$ cat src/sbr_defines.svh
`ifndef SBR_DEFINES_SVH
`define SBR_DEFINES_SVH

// ==========================================================================
// Address and request field layout
`define SBR_A_MSB 35
`define SBR_A_LSB 3
`define SBR_A_W 33
`define SBR_A20_BIT 20
`define SBR_A20_IDX 17
`define SBR_LANE_SPLIT_IDX 21
`define SBR_STB_SPLIT_IDX 17
`define SBR_REQ_W 5

// ==========================================================================
// Timing, in ns and in sys_clk cycles
`define SBR_SYS_NS 10
`define SBR_SETUP_NS 20
`define SBR_HOLD_NS 20
`define SBR_SETUP_CYC ((`SBR_SETUP_NS + `SBR_SYS_NS - 1) / `SBR_SYS_NS)
`define SBR_HOLD_CYC ((`SBR_HOLD_NS + `SBR_SYS_NS - 1) / `SBR_SYS_NS)

`endif

$ cat src/sbr_pkg.sv
`include "sbr_defines.svh"

package sbr_pkg;

   // =======================================================================
   // Types
   typedef logic [`SBR_A_W-1:0] sbr_addr_t;
   typedef logic [`SBR_REQ_W-1:0] sbr_req_t;

   // Gray along the request path
   typedef enum logic [2:0] {
      SBR_IDLE = 3'h0,
      SBR_P1_SET = 3'h1,
      SBR_P1_STB = 3'h3,
      SBR_P2_SET = 3'h2,
      SBR_P2_STB = 3'h6,
      SBR_ADS_HOLD = 3'h7
   } sbr_state_t;

endpackage : sbr_pkg

$ cat src/sbr_if.sv
`timescale 1ns/1ns
`include "sbr_defines.svh"

interface sbr_if;

   // =======================================================================
   // Bus clock, made by the bench
   logic bclk;

   // =======================================================================
   // Initiator drive side
   sbr_pkg::sbr_addr_t dev_addr_o;
   sbr_pkg::sbr_req_t dev_req_o;
   logic [1:0] dev_par_o;
   logic dev_ads_o;
   logic [1:0] dev_stb_o;
   logic dev_oe;

   // =======================================================================
   // Wire levels; undriven lines float high through termination
   sbr_pkg::sbr_addr_t addr_n;
   sbr_pkg::sbr_req_t req_n;
   logic [1:0] addr_parity_n;
   logic addr_valid_strobe_n;
   logic [1:0] addr_srcsync_strobe_n;

   assign addr_n = dev_oe ? dev_addr_o : '1;
   assign req_n = dev_oe ? dev_req_o : '1;
   assign addr_parity_n = dev_oe ? dev_par_o : 2'h3;
   assign addr_valid_strobe_n = dev_oe ? dev_ads_o : 1'b1;
   assign addr_srcsync_strobe_n = dev_oe ? dev_stb_o : 2'h3;

   // =======================================================================
   // Driven by the system side
   logic addr_bit20_mask_n;
   logic target_ready_n;

   modport dev_mp (
      input bclk,
      input addr_bit20_mask_n,
      output dev_addr_o,
      output dev_req_o,
      output dev_par_o,
      output dev_ads_o,
      output dev_stb_o,
      output dev_oe
   );

   modport peer_mp (
      input bclk,
      input addr_n,
      input req_n,
      input addr_parity_n,
      input addr_valid_strobe_n,
      input addr_srcsync_strobe_n,
      output addr_bit20_mask_n,
      output target_ready_n
   );

endinterface : sbr_if

$ cat src/sbr_parity.sv
`timescale 1ns/1ns
`include "sbr_defines.svh"

module sbr_parity (
   input wire sbr_pkg::sbr_addr_t addr_n,
   input wire sbr_pkg::sbr_req_t req_n,
   input wire logic phase2,
   output logic [1:0] par_n
);

   // =======================================================================
   // Lane coverage
   wire [`SBR_A_W-`SBR_LANE_SPLIT_IDX-1:0] hi_grp;
   wire [`SBR_LANE_SPLIT_IDX+`SBR_REQ_W-1:0] lo_grp;
   wire hi_par;
   wire lo_par;

   assign hi_grp = addr_n[`SBR_A_W-1:`SBR_LANE_SPLIT_IDX];
   assign lo_grp = {addr_n[`SBR_LANE_SPLIT_IDX-1:0], req_n};

   // High when an even number of lines sit low
   assign hi_par = ~(^(~hi_grp));
   assign lo_par = ~(^(~lo_grp));

   // Lanes swap between the two sub-phases
   assign par_n[0] = phase2 ? lo_par : hi_par;
   assign par_n[1] = phase2 ? hi_par : lo_par;

endmodule : sbr_parity

$ cat src/sbr_initiator.sv
`timescale 1ns/1ns
`include "sbr_defines.svh"


module sbr_initiator #(
   parameter int SETUP_CYC = `SBR_SETUP_CYC,
   parameter int HOLD_CYC = `SBR_HOLD_CYC
) (
   input wire logic sys_clk,
   input wire logic rst,
   sbr_if.dev_mp bus,
   input wire logic req_valid,
   output logic req_ready,
   input wire sbr_pkg::sbr_addr_t req_addr,
   input wire sbr_pkg::sbr_addr_t req_attr,
   input wire sbr_pkg::sbr_req_t req_code1,
   input wire sbr_pkg::sbr_req_t req_code2,
   output sbr_pkg::sbr_addr_t issued_addr,
   output logic mask_active
);

   // =======================================================================
   // Parameter checks
   generate
      if (SETUP_CYC < 1 || SETUP_CYC > 8) begin : g_bad_setup
         $error("SETUP_CYC must lie in 1..8");
      end
      if (HOLD_CYC < 1 || HOLD_CYC > 8) begin : g_bad_hold
         $error("HOLD_CYC must lie in 1..8");
      end
   endgenerate

   localparam logic [2:0] SETUP_LAST = 3'(SETUP_CYC - 1);
   localparam logic [2:0] HOLD_LAST = 3'(HOLD_CYC - 1);

   // =======================================================================
   // Bus clock and mask synchronisers
   logic bclk_s1_q;
   logic bclk_s2_q;
   logic bclk_s3_q;
   logic mask_s1_q;
   logic mask_s2_q;
   wire bclk_rise;
   wire mask_on;

   always_ff @(posedge sys_clk or posedge rst) begin
      if (rst) begin
         bclk_s1_q <= 1'b0;
         bclk_s2_q <= 1'b0;
         bclk_s3_q <= 1'b0;
         mask_s1_q <= 1'b1;
         mask_s2_q <= 1'b1;
      end else begin
         bclk_s1_q <= bus.bclk;
         bclk_s2_q <= bclk_s1_q;
         bclk_s3_q <= bclk_s2_q;
         mask_s1_q <= bus.addr_bit20_mask_n;
         mask_s2_q <= mask_s1_q;
      end
   end

   // Request starts and address-valid release happen on bus clock edges
   assign bclk_rise = bclk_s2_q & ~bclk_s3_q;
   assign mask_on = ~mask_s2_q;

   // =======================================================================
   // Address masking
   // Applied before the address leaves this block, so both the lookup
   // copy and the bus copy see the wrapped address.
   wire sbr_pkg::sbr_addr_t a20_clr;
   wire sbr_pkg::sbr_addr_t addr_masked;

   assign a20_clr = {{(`SBR_A_W-1){1'b0}}, mask_on} << `SBR_A20_IDX;
   assign addr_masked = req_addr & ~a20_clr;

   // =======================================================================
   // Request sequencer
   sbr_pkg::sbr_state_t state_q;
   sbr_pkg::sbr_state_t state_d;
   logic [2:0] cnt_q;
   logic [2:0] cnt_d;
   wire accept;
   wire cnt_done;

   assign accept = (state_q == sbr_pkg::SBR_IDLE) & req_valid & bclk_rise;
   assign req_ready = accept;
   assign cnt_done = (cnt_q == 3'h0);

   always_comb begin
      state_d = state_q;
      cnt_d = cnt_q;
      case (state_q)
         sbr_pkg::SBR_IDLE: begin
            if (accept) begin
               state_d = sbr_pkg::SBR_P1_SET;
               cnt_d = SETUP_LAST;
            end
         end
         sbr_pkg::SBR_P1_SET: begin
            if (cnt_done) begin
               state_d = sbr_pkg::SBR_P1_STB;
               cnt_d = HOLD_LAST;
            end else begin
               cnt_d = cnt_q - 3'h1;
            end
         end
         sbr_pkg::SBR_P1_STB: begin
            if (cnt_done) begin
               state_d = sbr_pkg::SBR_P2_SET;
               cnt_d = SETUP_LAST;
            end else begin
               cnt_d = cnt_q - 3'h1;
            end
         end
         sbr_pkg::SBR_P2_SET: begin
            if (cnt_done) begin
               state_d = sbr_pkg::SBR_P2_STB;
               cnt_d = HOLD_LAST;
            end else begin
               cnt_d = cnt_q - 3'h1;
            end
         end
         sbr_pkg::SBR_P2_STB: begin
            if (cnt_done) begin
               state_d = sbr_pkg::SBR_ADS_HOLD;
            end else begin
               cnt_d = cnt_q - 3'h1;
            end
         end
         sbr_pkg::SBR_ADS_HOLD: begin
            // Held across a bus clock edge so every agent samples it
            if (bclk_rise) begin
               state_d = sbr_pkg::SBR_IDLE;
            end
         end
         default: begin
            state_d = sbr_pkg::SBR_IDLE;
            cnt_d = 3'h0;
         end
      endcase
   end

   always_ff @(posedge sys_clk or posedge rst) begin
      if (rst) begin
         state_q <= sbr_pkg::SBR_IDLE;
         cnt_q <= 3'h0;
      end else begin
         state_q <= state_d;
         cnt_q <= cnt_d;
      end
   end

   // =======================================================================
   // Request capture
   sbr_pkg::sbr_addr_t addr_q;
   sbr_pkg::sbr_addr_t attr_q;
   sbr_pkg::sbr_req_t code1_q;
   sbr_pkg::sbr_req_t code2_q;
   logic mask_used_q;

   always_ff @(posedge sys_clk or posedge rst) begin
      if (rst) begin
         addr_q <= '0;
         attr_q <= '0;
         code1_q <= '0;
         code2_q <= '0;
         mask_used_q <= 1'b0;
      end else if (accept) begin
         addr_q <= addr_masked;
         attr_q <= req_attr;
         code1_q <= req_code1;
         code2_q <= req_code2;
         mask_used_q <= mask_on;
      end
   end

   assign issued_addr = addr_q;
   assign mask_active = mask_used_q;

   // =======================================================================
   // Pin drive
   wire busy_d;
   wire phase2_d;
   wire stb_low_d;
   wire sbr_pkg::sbr_addr_t pin_addr_d;
   wire sbr_pkg::sbr_req_t pin_req_d;
   wire [1:0] pin_par_d;
   // Accept cycle bypasses the capture flops, so the first beat under
   // address-valid already carries the new request, not the old one.
   wire sbr_pkg::sbr_addr_t first_addr;
   wire sbr_pkg::sbr_req_t first_code;

   assign busy_d = (state_d != sbr_pkg::SBR_IDLE);
   assign phase2_d = (state_d == sbr_pkg::SBR_P2_SET) |
                     (state_d == sbr_pkg::SBR_P2_STB) |
                     (state_d == sbr_pkg::SBR_ADS_HOLD);
   // Falling edge strobes sub-phase one, rising edge strobes sub-phase two, each after its setup
   assign stb_low_d = (state_d == sbr_pkg::SBR_P1_STB) |
                      (state_d == sbr_pkg::SBR_P2_SET);

   // Wires are active low: a set bit drives the line low
   assign first_addr = accept ? addr_masked : addr_q;
   assign first_code = accept ? req_code1 : code1_q;
   assign pin_addr_d = phase2_d ? ~attr_q : ~first_addr;
   assign pin_req_d = phase2_d ? ~code2_q : ~first_code;

   sbr_parity u_par (
      .addr_n(pin_addr_d),
      .req_n(pin_req_d),
      .phase2(phase2_d),
      .par_n(pin_par_d)
   );

   logic oe_q;
   logic ads_n_q;
   logic [1:0] stb_n_q;
   sbr_pkg::sbr_addr_t pin_addr_q;
   sbr_pkg::sbr_req_t pin_req_q;
   logic [1:0] pin_par_q;

   // All request pins move on one flop edge, so parity and
   // address-valid always accompany the lines they describe.
   always_ff @(posedge sys_clk or posedge rst) begin
      if (rst) begin
         oe_q <= 1'b0;
         ads_n_q <= 1'b1;
         stb_n_q <= 2'h3;
         pin_addr_q <= '1;
         pin_req_q <= '1;
         pin_par_q <= 2'h3;
      end else begin
         oe_q <= busy_d;
         ads_n_q <= ~busy_d;
         stb_n_q <= {2{~stb_low_d}};
         pin_addr_q <= pin_addr_d;
         pin_req_q <= pin_req_d;
         pin_par_q <= pin_par_d;
      end
   end

   assign bus.dev_oe = oe_q;
   assign bus.dev_ads_o = ads_n_q;
   assign bus.dev_stb_o = stb_n_q;
   assign bus.dev_addr_o = pin_addr_q;
   assign bus.dev_req_o = pin_req_q;
   assign bus.dev_par_o = pin_par_q;

endmodule : sbr_initiator

$ cat src/flat_wrapper.sv
// flat-port wrapper written by rule: the top's interface ports become plain ports
module sbr_initiator_flat 
#(
   parameter int SETUP_CYC = `SBR_SETUP_CYC,
   parameter int HOLD_CYC = `SBR_HOLD_CYC
)
  (sys_clk, rst, req_valid, req_ready, req_addr, req_attr, req_code1, req_code2, issued_addr, mask_active, bus_bclk, bus_addr_bit20_mask_n, bus_dev_addr_o, bus_dev_req_o, bus_dev_par_o, bus_dev_ads_o, bus_dev_stb_o, bus_dev_oe);
  sbr_if bus_i ();
  input wire logic sys_clk;
  input wire logic rst;
  input wire logic req_valid;
  output logic req_ready;
  input wire sbr_pkg::sbr_addr_t req_addr;
  input wire sbr_pkg::sbr_addr_t req_attr;
  input wire sbr_pkg::sbr_req_t req_code1;
  input wire sbr_pkg::sbr_req_t req_code2;
  output sbr_pkg::sbr_addr_t issued_addr;
  output logic mask_active;
  input wire logic [$bits(bus_i.bclk)-1:0] bus_bclk;
  input wire logic [$bits(bus_i.addr_bit20_mask_n)-1:0] bus_addr_bit20_mask_n;
  output wire logic [$bits(bus_i.dev_addr_o)-1:0] bus_dev_addr_o;
  output wire logic [$bits(bus_i.dev_req_o)-1:0] bus_dev_req_o;
  output wire logic [$bits(bus_i.dev_par_o)-1:0] bus_dev_par_o;
  output wire logic [$bits(bus_i.dev_ads_o)-1:0] bus_dev_ads_o;
  output wire logic [$bits(bus_i.dev_stb_o)-1:0] bus_dev_stb_o;
  output wire logic [$bits(bus_i.dev_oe)-1:0] bus_dev_oe;
  assign bus_i.bclk = bus_bclk;
  assign bus_i.addr_bit20_mask_n = bus_addr_bit20_mask_n;
  assign bus_dev_addr_o = bus_i.dev_addr_o;
  assign bus_dev_req_o = bus_i.dev_req_o;
  assign bus_dev_par_o = bus_i.dev_par_o;
  assign bus_dev_ads_o = bus_i.dev_ads_o;
  assign bus_dev_stb_o = bus_i.dev_stb_o;
  assign bus_dev_oe = bus_i.dev_oe;
  sbr_initiator #(.SETUP_CYC(SETUP_CYC), .HOLD_CYC(HOLD_CYC)) u_core (.sys_clk(sys_clk), .rst(rst), .bus(bus_i), .req_valid(req_valid), .req_ready(req_ready), .req_addr(req_addr), .req_attr(req_attr), .req_code1(req_code1), .req_code2(req_code2), .issued_addr(issued_addr), .mask_active(mask_active));
endmodule
$ cat config.mk
export PLATFORM = sky130hd
export DESIGN_NAME = sbr_initiator_flat
export DESIGN_NICKNAME = d
export VERILOG_FILES = /design/src/sbr_pkg.sv /design/src/sbr_if.sv /design/src/sbr_parity.sv /design/src/sbr_initiator.sv /design/src/flat_wrapper.sv
export VERILOG_INCLUDE_DIRS = /design/src
export SDC_FILE = /design/constraint.sdc
export NUM_CORES = 1
export LEC_CHECK = 0
export ABC_AREA = 0
export ABC_CLOCK_PERIOD_IN_PS = 3650
export BUFFER_PORTS_ARGS = -buffer_cell sky130_fd_sc_hd__buf_2
export CAP_MARGIN = 10
export CORE_MARGIN = 5
export CORE_UTILIZATION = 47
export CTS_CLUSTER_DIAMETER = 150
export DETAILED_ROUTE_END_ITERATION = 8
export GPL_TIMING_DRIVEN = 1
export PLACE_DENSITY_LB_ADDON = 0.1
export SLEW_MARGIN = 30
export SYNTH_ARGS = -nofsm -noshare
export SYNTH_HDL_FRONTEND = slang
export SYNTH_SLANG_ARGS = --single-unit
$ cat constraint.sdc
create_clock -name sys_clk -period 3.65 [get_ports sys_clk]
set_input_delay 0.1825 -clock sys_clk [delete_from_list [all_inputs] [get_ports sys_clk]]
set_output_delay 0.1825 -clock sys_clk [all_outputs]
set_load 0.05 [all_outputs]
==> run_summary.xml <==
<?xml version="1.0" encoding="UTF-8"?>
<metrics>
  <group name="run_status">
    <metric name="status" unit="">finished, final reports clean</metric>
  </group>
  <group name="synth">
    <metric name="synth_sequential_area_ratio" unit="%">58.5</metric>
    <metric name="netlist_instances" unit="">480</metric>
    <metric name="ys_top_cells_by_area" unit="">dfrtp_1 (38%), dfstp_2 (20%), nand2_1 (8.4%)</metric>
    <metric name="post_synthesis_cell_area" unit="sq um">5700</metric>
    <metric name="synth_seq_cells" unit="">131</metric>
    <metric name="synth_area_leader_cell" unit="">dfrtp_1</metric>
    <metric name="share_of_the_synthesized_area_in_the_top_cell_type" unit="%">38.2</metric>
    <metric name="synth_nets" unit="">563</metric>
    <metric name="ys_dominant_reg_cell" unit="">dfrtp_1</metric>
    <metric name="synth_enable_flop_cells" unit="">0</metric>
    <metric name="async_set_or_reset_register_ratio_after_synthesis" unit="%">100</metric>
    <metric name="library_cells_used_by_synthesis" unit="">44</metric>
    <metric name="yosys_warnings" unit="">0</metric>
    <metric name="syn_avg_cell_area" unit="sq um">11.9</metric>
  </group>
  <group name="routing">
    <metric name="detail_route.wirelength" unit="microns">13700</metric>
    <metric name="drt-initial-drc-count" unit="">231</metric>
    <metric name="routed_via_count_divided_by_cell_count" unit="">4.86</metric>
    <metric name="vias" unit="">4135</metric>
    <metric name="number_of_nets_still_failing_antenna_checks_after_routing" unit="">0</metric>
    <metric name="drc" unit="">0</metric>
    <metric name="routed_wire_length_per_instance" unit="microns">16.1</metric>
    <metric name="drtPass1Iterations" unit="">6</metric>
  </group>
  <group name="power">
    <metric name="cellLeakagePower" unit="nW">4.08</metric>
    <metric name="power.ir.vdd_worst" unit="mV">0.612</metric>
    <metric name="design_power_total" unit="mW">8.41</metric>
    <metric name="power.density_cell_area" unit="nW/um^2">1090</metric>
  </group>
  <group name="timing">
    <metric name="setup_ws" unit="ns">0.530</metric>
    <metric name="report.final.setup_viol" unit="">0</metric>
    <metric name="grt_setup_unrepaired" unit="">false</metric>
    <metric name="worst_pin_slew" unit="ns">0.670</metric>
    <metric name="fin_worst_skew" unit="ns">0.00891</metric>
    <metric name="slew_headroom" unit="%">55.3</metric>
    <metric name="max_frequency" unit="MHz">320</metric>
    <metric name="finalHoldViolations" unit="">0</metric>
    <metric name="hold_slack" unit="ns">0.0193</metric>
    <metric name="post-route-period-util" unit="%">85.5</metric>
    <metric name="timing.final.max_slew_violations" unit="">0</metric>
    <metric name="final.setup.tns" unit="ns">0</metric>
    <metric name="min_tclk_post_route" unit="ns">3.12</metric>
  </group>
  <group name="clock_network">
    <metric name="clk_latency" unit="ns">0.41</metric>
    <metric name="cts_repair_resized_insts" unit="">0</metric>
    <metric name="cts-buffers-inserted" unit="">17</metric>
    <metric name="cts.sinks" unit="">131</metric>
    <metric name="post-cts-setup-buffers" unit="">0</metric>
    <metric name="cts_hold_repair.buffers" unit="">41</metric>
    <metric name="clock_tree.buffer_depth" unit="">2</metric>
    <metric name="clock_tree.htree_level_count" unit="">4</metric>
    <metric name="clk_pin_slew_worst_paths" unit="ns">0.06</metric>
    <metric name="tritoncts" unit="">built</metric>
    <metric name="clock-root-buffer" unit="">clkbuf_16</metric>
  </group>
  <group name="final_layout">
    <metric name="insertedDiodeCount" unit="">0</metric>
    <metric name="multi_input_comb_area" unit="sq um">2230</metric>
    <metric name="fill_cells" unit="">940</metric>
    <metric name="most-common-layout-cells" unit="">buf_2 (159), nand2_1 (127), dfrtp_1 (87), dfstp_2 (44), dlygate4sd3_1 (41)</metric>
    <metric name="synthToLayoutAreaGrowth" unit="%">35.3</metric>
    <metric name="layout.cells.most_common" unit="">buf_2</metric>
    <metric name="nNetsFinal" unit="">774</metric>
    <metric name="finish.cell_count_without_fillers" unit="">851</metric>
    <metric name="final-seq-area" unit="sq um">3330</metric>
    <metric name="post_route_cells_drive_above_1_share" unit="%">40.2</metric>
  </group>
  <group name="setup_path">
    <metric name="r2r_cells" unit="">10</metric>
    <metric name="setup.worst_path.end" unit="">u_core.bus.dev_par_o[1]</metric>
    <metric name="rrSetupSlack" unit="ns">0.53</metric>
    <metric name="crit_path_max_fanout" unit="">12</metric>
    <metric name="critPathLaunch" unit="">u_core.cnt_q[0]</metric>
    <metric name="timing.rr.start" unit="">u_core.cnt_q[0]</metric>
    <metric name="worstPathRequired" unit="ns">3.97</metric>
    <metric name="endpoint_kind_of_the_worst_setup_timing_path" unit="">flip-flop</metric>
    <metric name="worst-endpoint-arrival" unit="ns">3.44</metric>
    <metric name="timing.setup.critical_path_class" unit="">flip-flop to flip-flop</metric>
    <metric name="rr_endpoint" unit="">u_core.bus.dev_par_o[1]</metric>
    <metric name="cp-start-kind" unit="">flip-flop</metric>
  </group>
  <group name="flow_run">
    <metric name="maxCapViolations" unit="">0</metric>
  </group>
  <group name="global_routing">
    <metric name="grt_max_degree" unit="">77</metric>
    <metric name="antenna_found_initial" unit="">0</metric>
    <metric name="grt_use_total" unit="%">19.8</metric>
    <metric name="grt_overflow_total" unit="">0</metric>
    <metric name="grt_pass1_wl" unit="microns">22300</metric>
    <metric name="number_of_global_route_vias_before_repair" unit="">4371</metric>
  </group>
  <group name="placement">
    <metric name="gp_routability_congestion" unit="">0.824</metric>
    <metric name="io_buf_count" unit="">159</metric>
    <metric name="hpwl_after_detailed_placement" unit="microns">9620</metric>
    <metric name="pre_cts_slack" unit="ns">0.523</metric>
    <metric name="place.detailed.instances" unit="">778</metric>
  </group>
  <group name="floorplanning">
    <metric name="core" unit="sq um">12000</metric>
    <metric name="initial_core_util" unit="%">47.6</metric>
    <metric name="io-pin-count" unit="">160</metric>
    <metric name="design.die.area" unit="sq um">14400</metric>
    <metric name="fp-row-count" unit="">40</metric>
    <metric name="die_width" unit="microns">120</metric>
    <metric name="die_height" unit="microns">120</metric>
  </group>
  <group name="hold_path">
    <metric name="min_path_type" unit="">primary input to flip-flop</metric>
  </group>
</metrics>
[critical path: stages, from the launching register on]
cell and delay [ns]:
dfrtp_1 0.40, inv_1 0.09, ha_1 0.18, or3b_1 0.41
o211ai_2 0.16, nand2_4 0.22, mux2i_1 0.32, xor3_1 0.47
xnor3_1 0.38, xnor2_1 0.26, mux2i_1 0.13
[cell families (layout without fill, tap and decap cells)]
logic type / count (synthesis) / in the layout / synth area share [%]
compound gates: 43 / 43 / 4.61
xor+xnor: 41 / 41 / 8.74
fa+ha+maj: 2 / 2 / 0.439
buf+inv: 33 / 257 / 2.55
flops: 131 / 131 / 58.5
mux: 71 / 71 / 13.5
simple gates: 159 / 159 / 11.7
[through the flow]
stage          utilization (%)  area (sq um)
3_3_place_gp              56.0          6700
4_1_cts                   64.4          7710
2_1_floorplan                -          5700
5_1_grt                   64.4          7710
6_report                  64.4          7710
3_5_place_dp              56.0          6700
[layout make-up]
type                            instances  share of cell area (%)
Clock buffer                           23                    6.07
Timing Repair Buffer                  213                    17.1
Inverter                               12                   0.649
Clock inverter                          9                    1.69
Tap cell                              147                    2.39
Multi-Input combinational cell        316                    28.9
Sequential cell                       131                    43.2
[how the worst min path moves through the flow]
stage | start | to | slack [ns] | depth (start not counted)
after detailed placement | bus_addr_bit20_mask_n | u_core.mask_s1_q | 0.29 | 1
after floorplan | bus_addr_bit20_mask_n | u_core.mask_s1_q | 0.19 | 0
final | req_attr[15] | u_core.attr_q[15] | 0.02 | 3
after CTS | req_attr[15] | u_core.attr_q[15] | 0.0005 | 3
after global routing | req_attr[15] | u_core.attr_q[15] | 0.006 | 3
after global placement | bus_addr_bit20_mask_n | u_core.mask_s1_q | 0.29 | 1
[synthesized netlist by cell type, drive strengths merged, types with 3 or more instances]
| master | count |
|---|---|
| nand2 | 129 |
| dfrtp | 87 |
| dfstp | 44 |
| mux2i | 41 |
| mux2 | 30 |
| xnor2 | 22 |
| a21oi | 17 |
| inv | 12 |
| clkbuf | 11 |
| o21ai | 11 |
| buf | 10 |
| nor2 | 9 |
| xnor3 | 9 |
| xor2 | 9 |
| nand3 | 4 |
| o31ai | 3 |
| or2 | 3 |
[registers in the layout, summed over array words and instances (netlist names)]
signal and count:
u_core.mask_s2_q 1, u_core.bclk_s2_q 1, u_core.state_q 3, u_core.issued_addr 33, u_core.bus.dev_addr_o 33, u_core.bus.dev_req_o 5
u_core.bus.dev_oe 1, u_core.bclk_s1_q 1, u_core.bclk_s3_q 1, u_core.bus.dev_par_o 2, u_core.code2_q 5, u_core.mask_s1_q 1
u_core.mask_active 1, u_core.code1_q 5, u_core.bus.dev_stb_o 1, u_core.attr_q 33, u_core.bus.dev_ads_o 1, u_core.cnt_q 3
[where the power goes]
| group | switching, mW | internal, mW | total, mW |
|---|---|---|---|
| Sequential | 0.333 | 2.08 | 2.41 |
| Clock | 0.607 | 1.11 | 1.72 |
| Combinational | 2.46 | 1.82 | 4.28 |
[layer usage]
| layer | up-vias | track usage [%] | part of all wire, % |
|---|---|---|---|
| met4 | 0 | 6.51 | 1.6 |
| met5 | - | 0 | 0 |
| met3 | 17 | 5.61 | 5.8 |
| met2 | 120 | 32.4 | 48 |
| met1 | 1984 | 25.6 | 44 |
| li1 | 2014 | - | - |
Power figures use the tool's default switching activity.
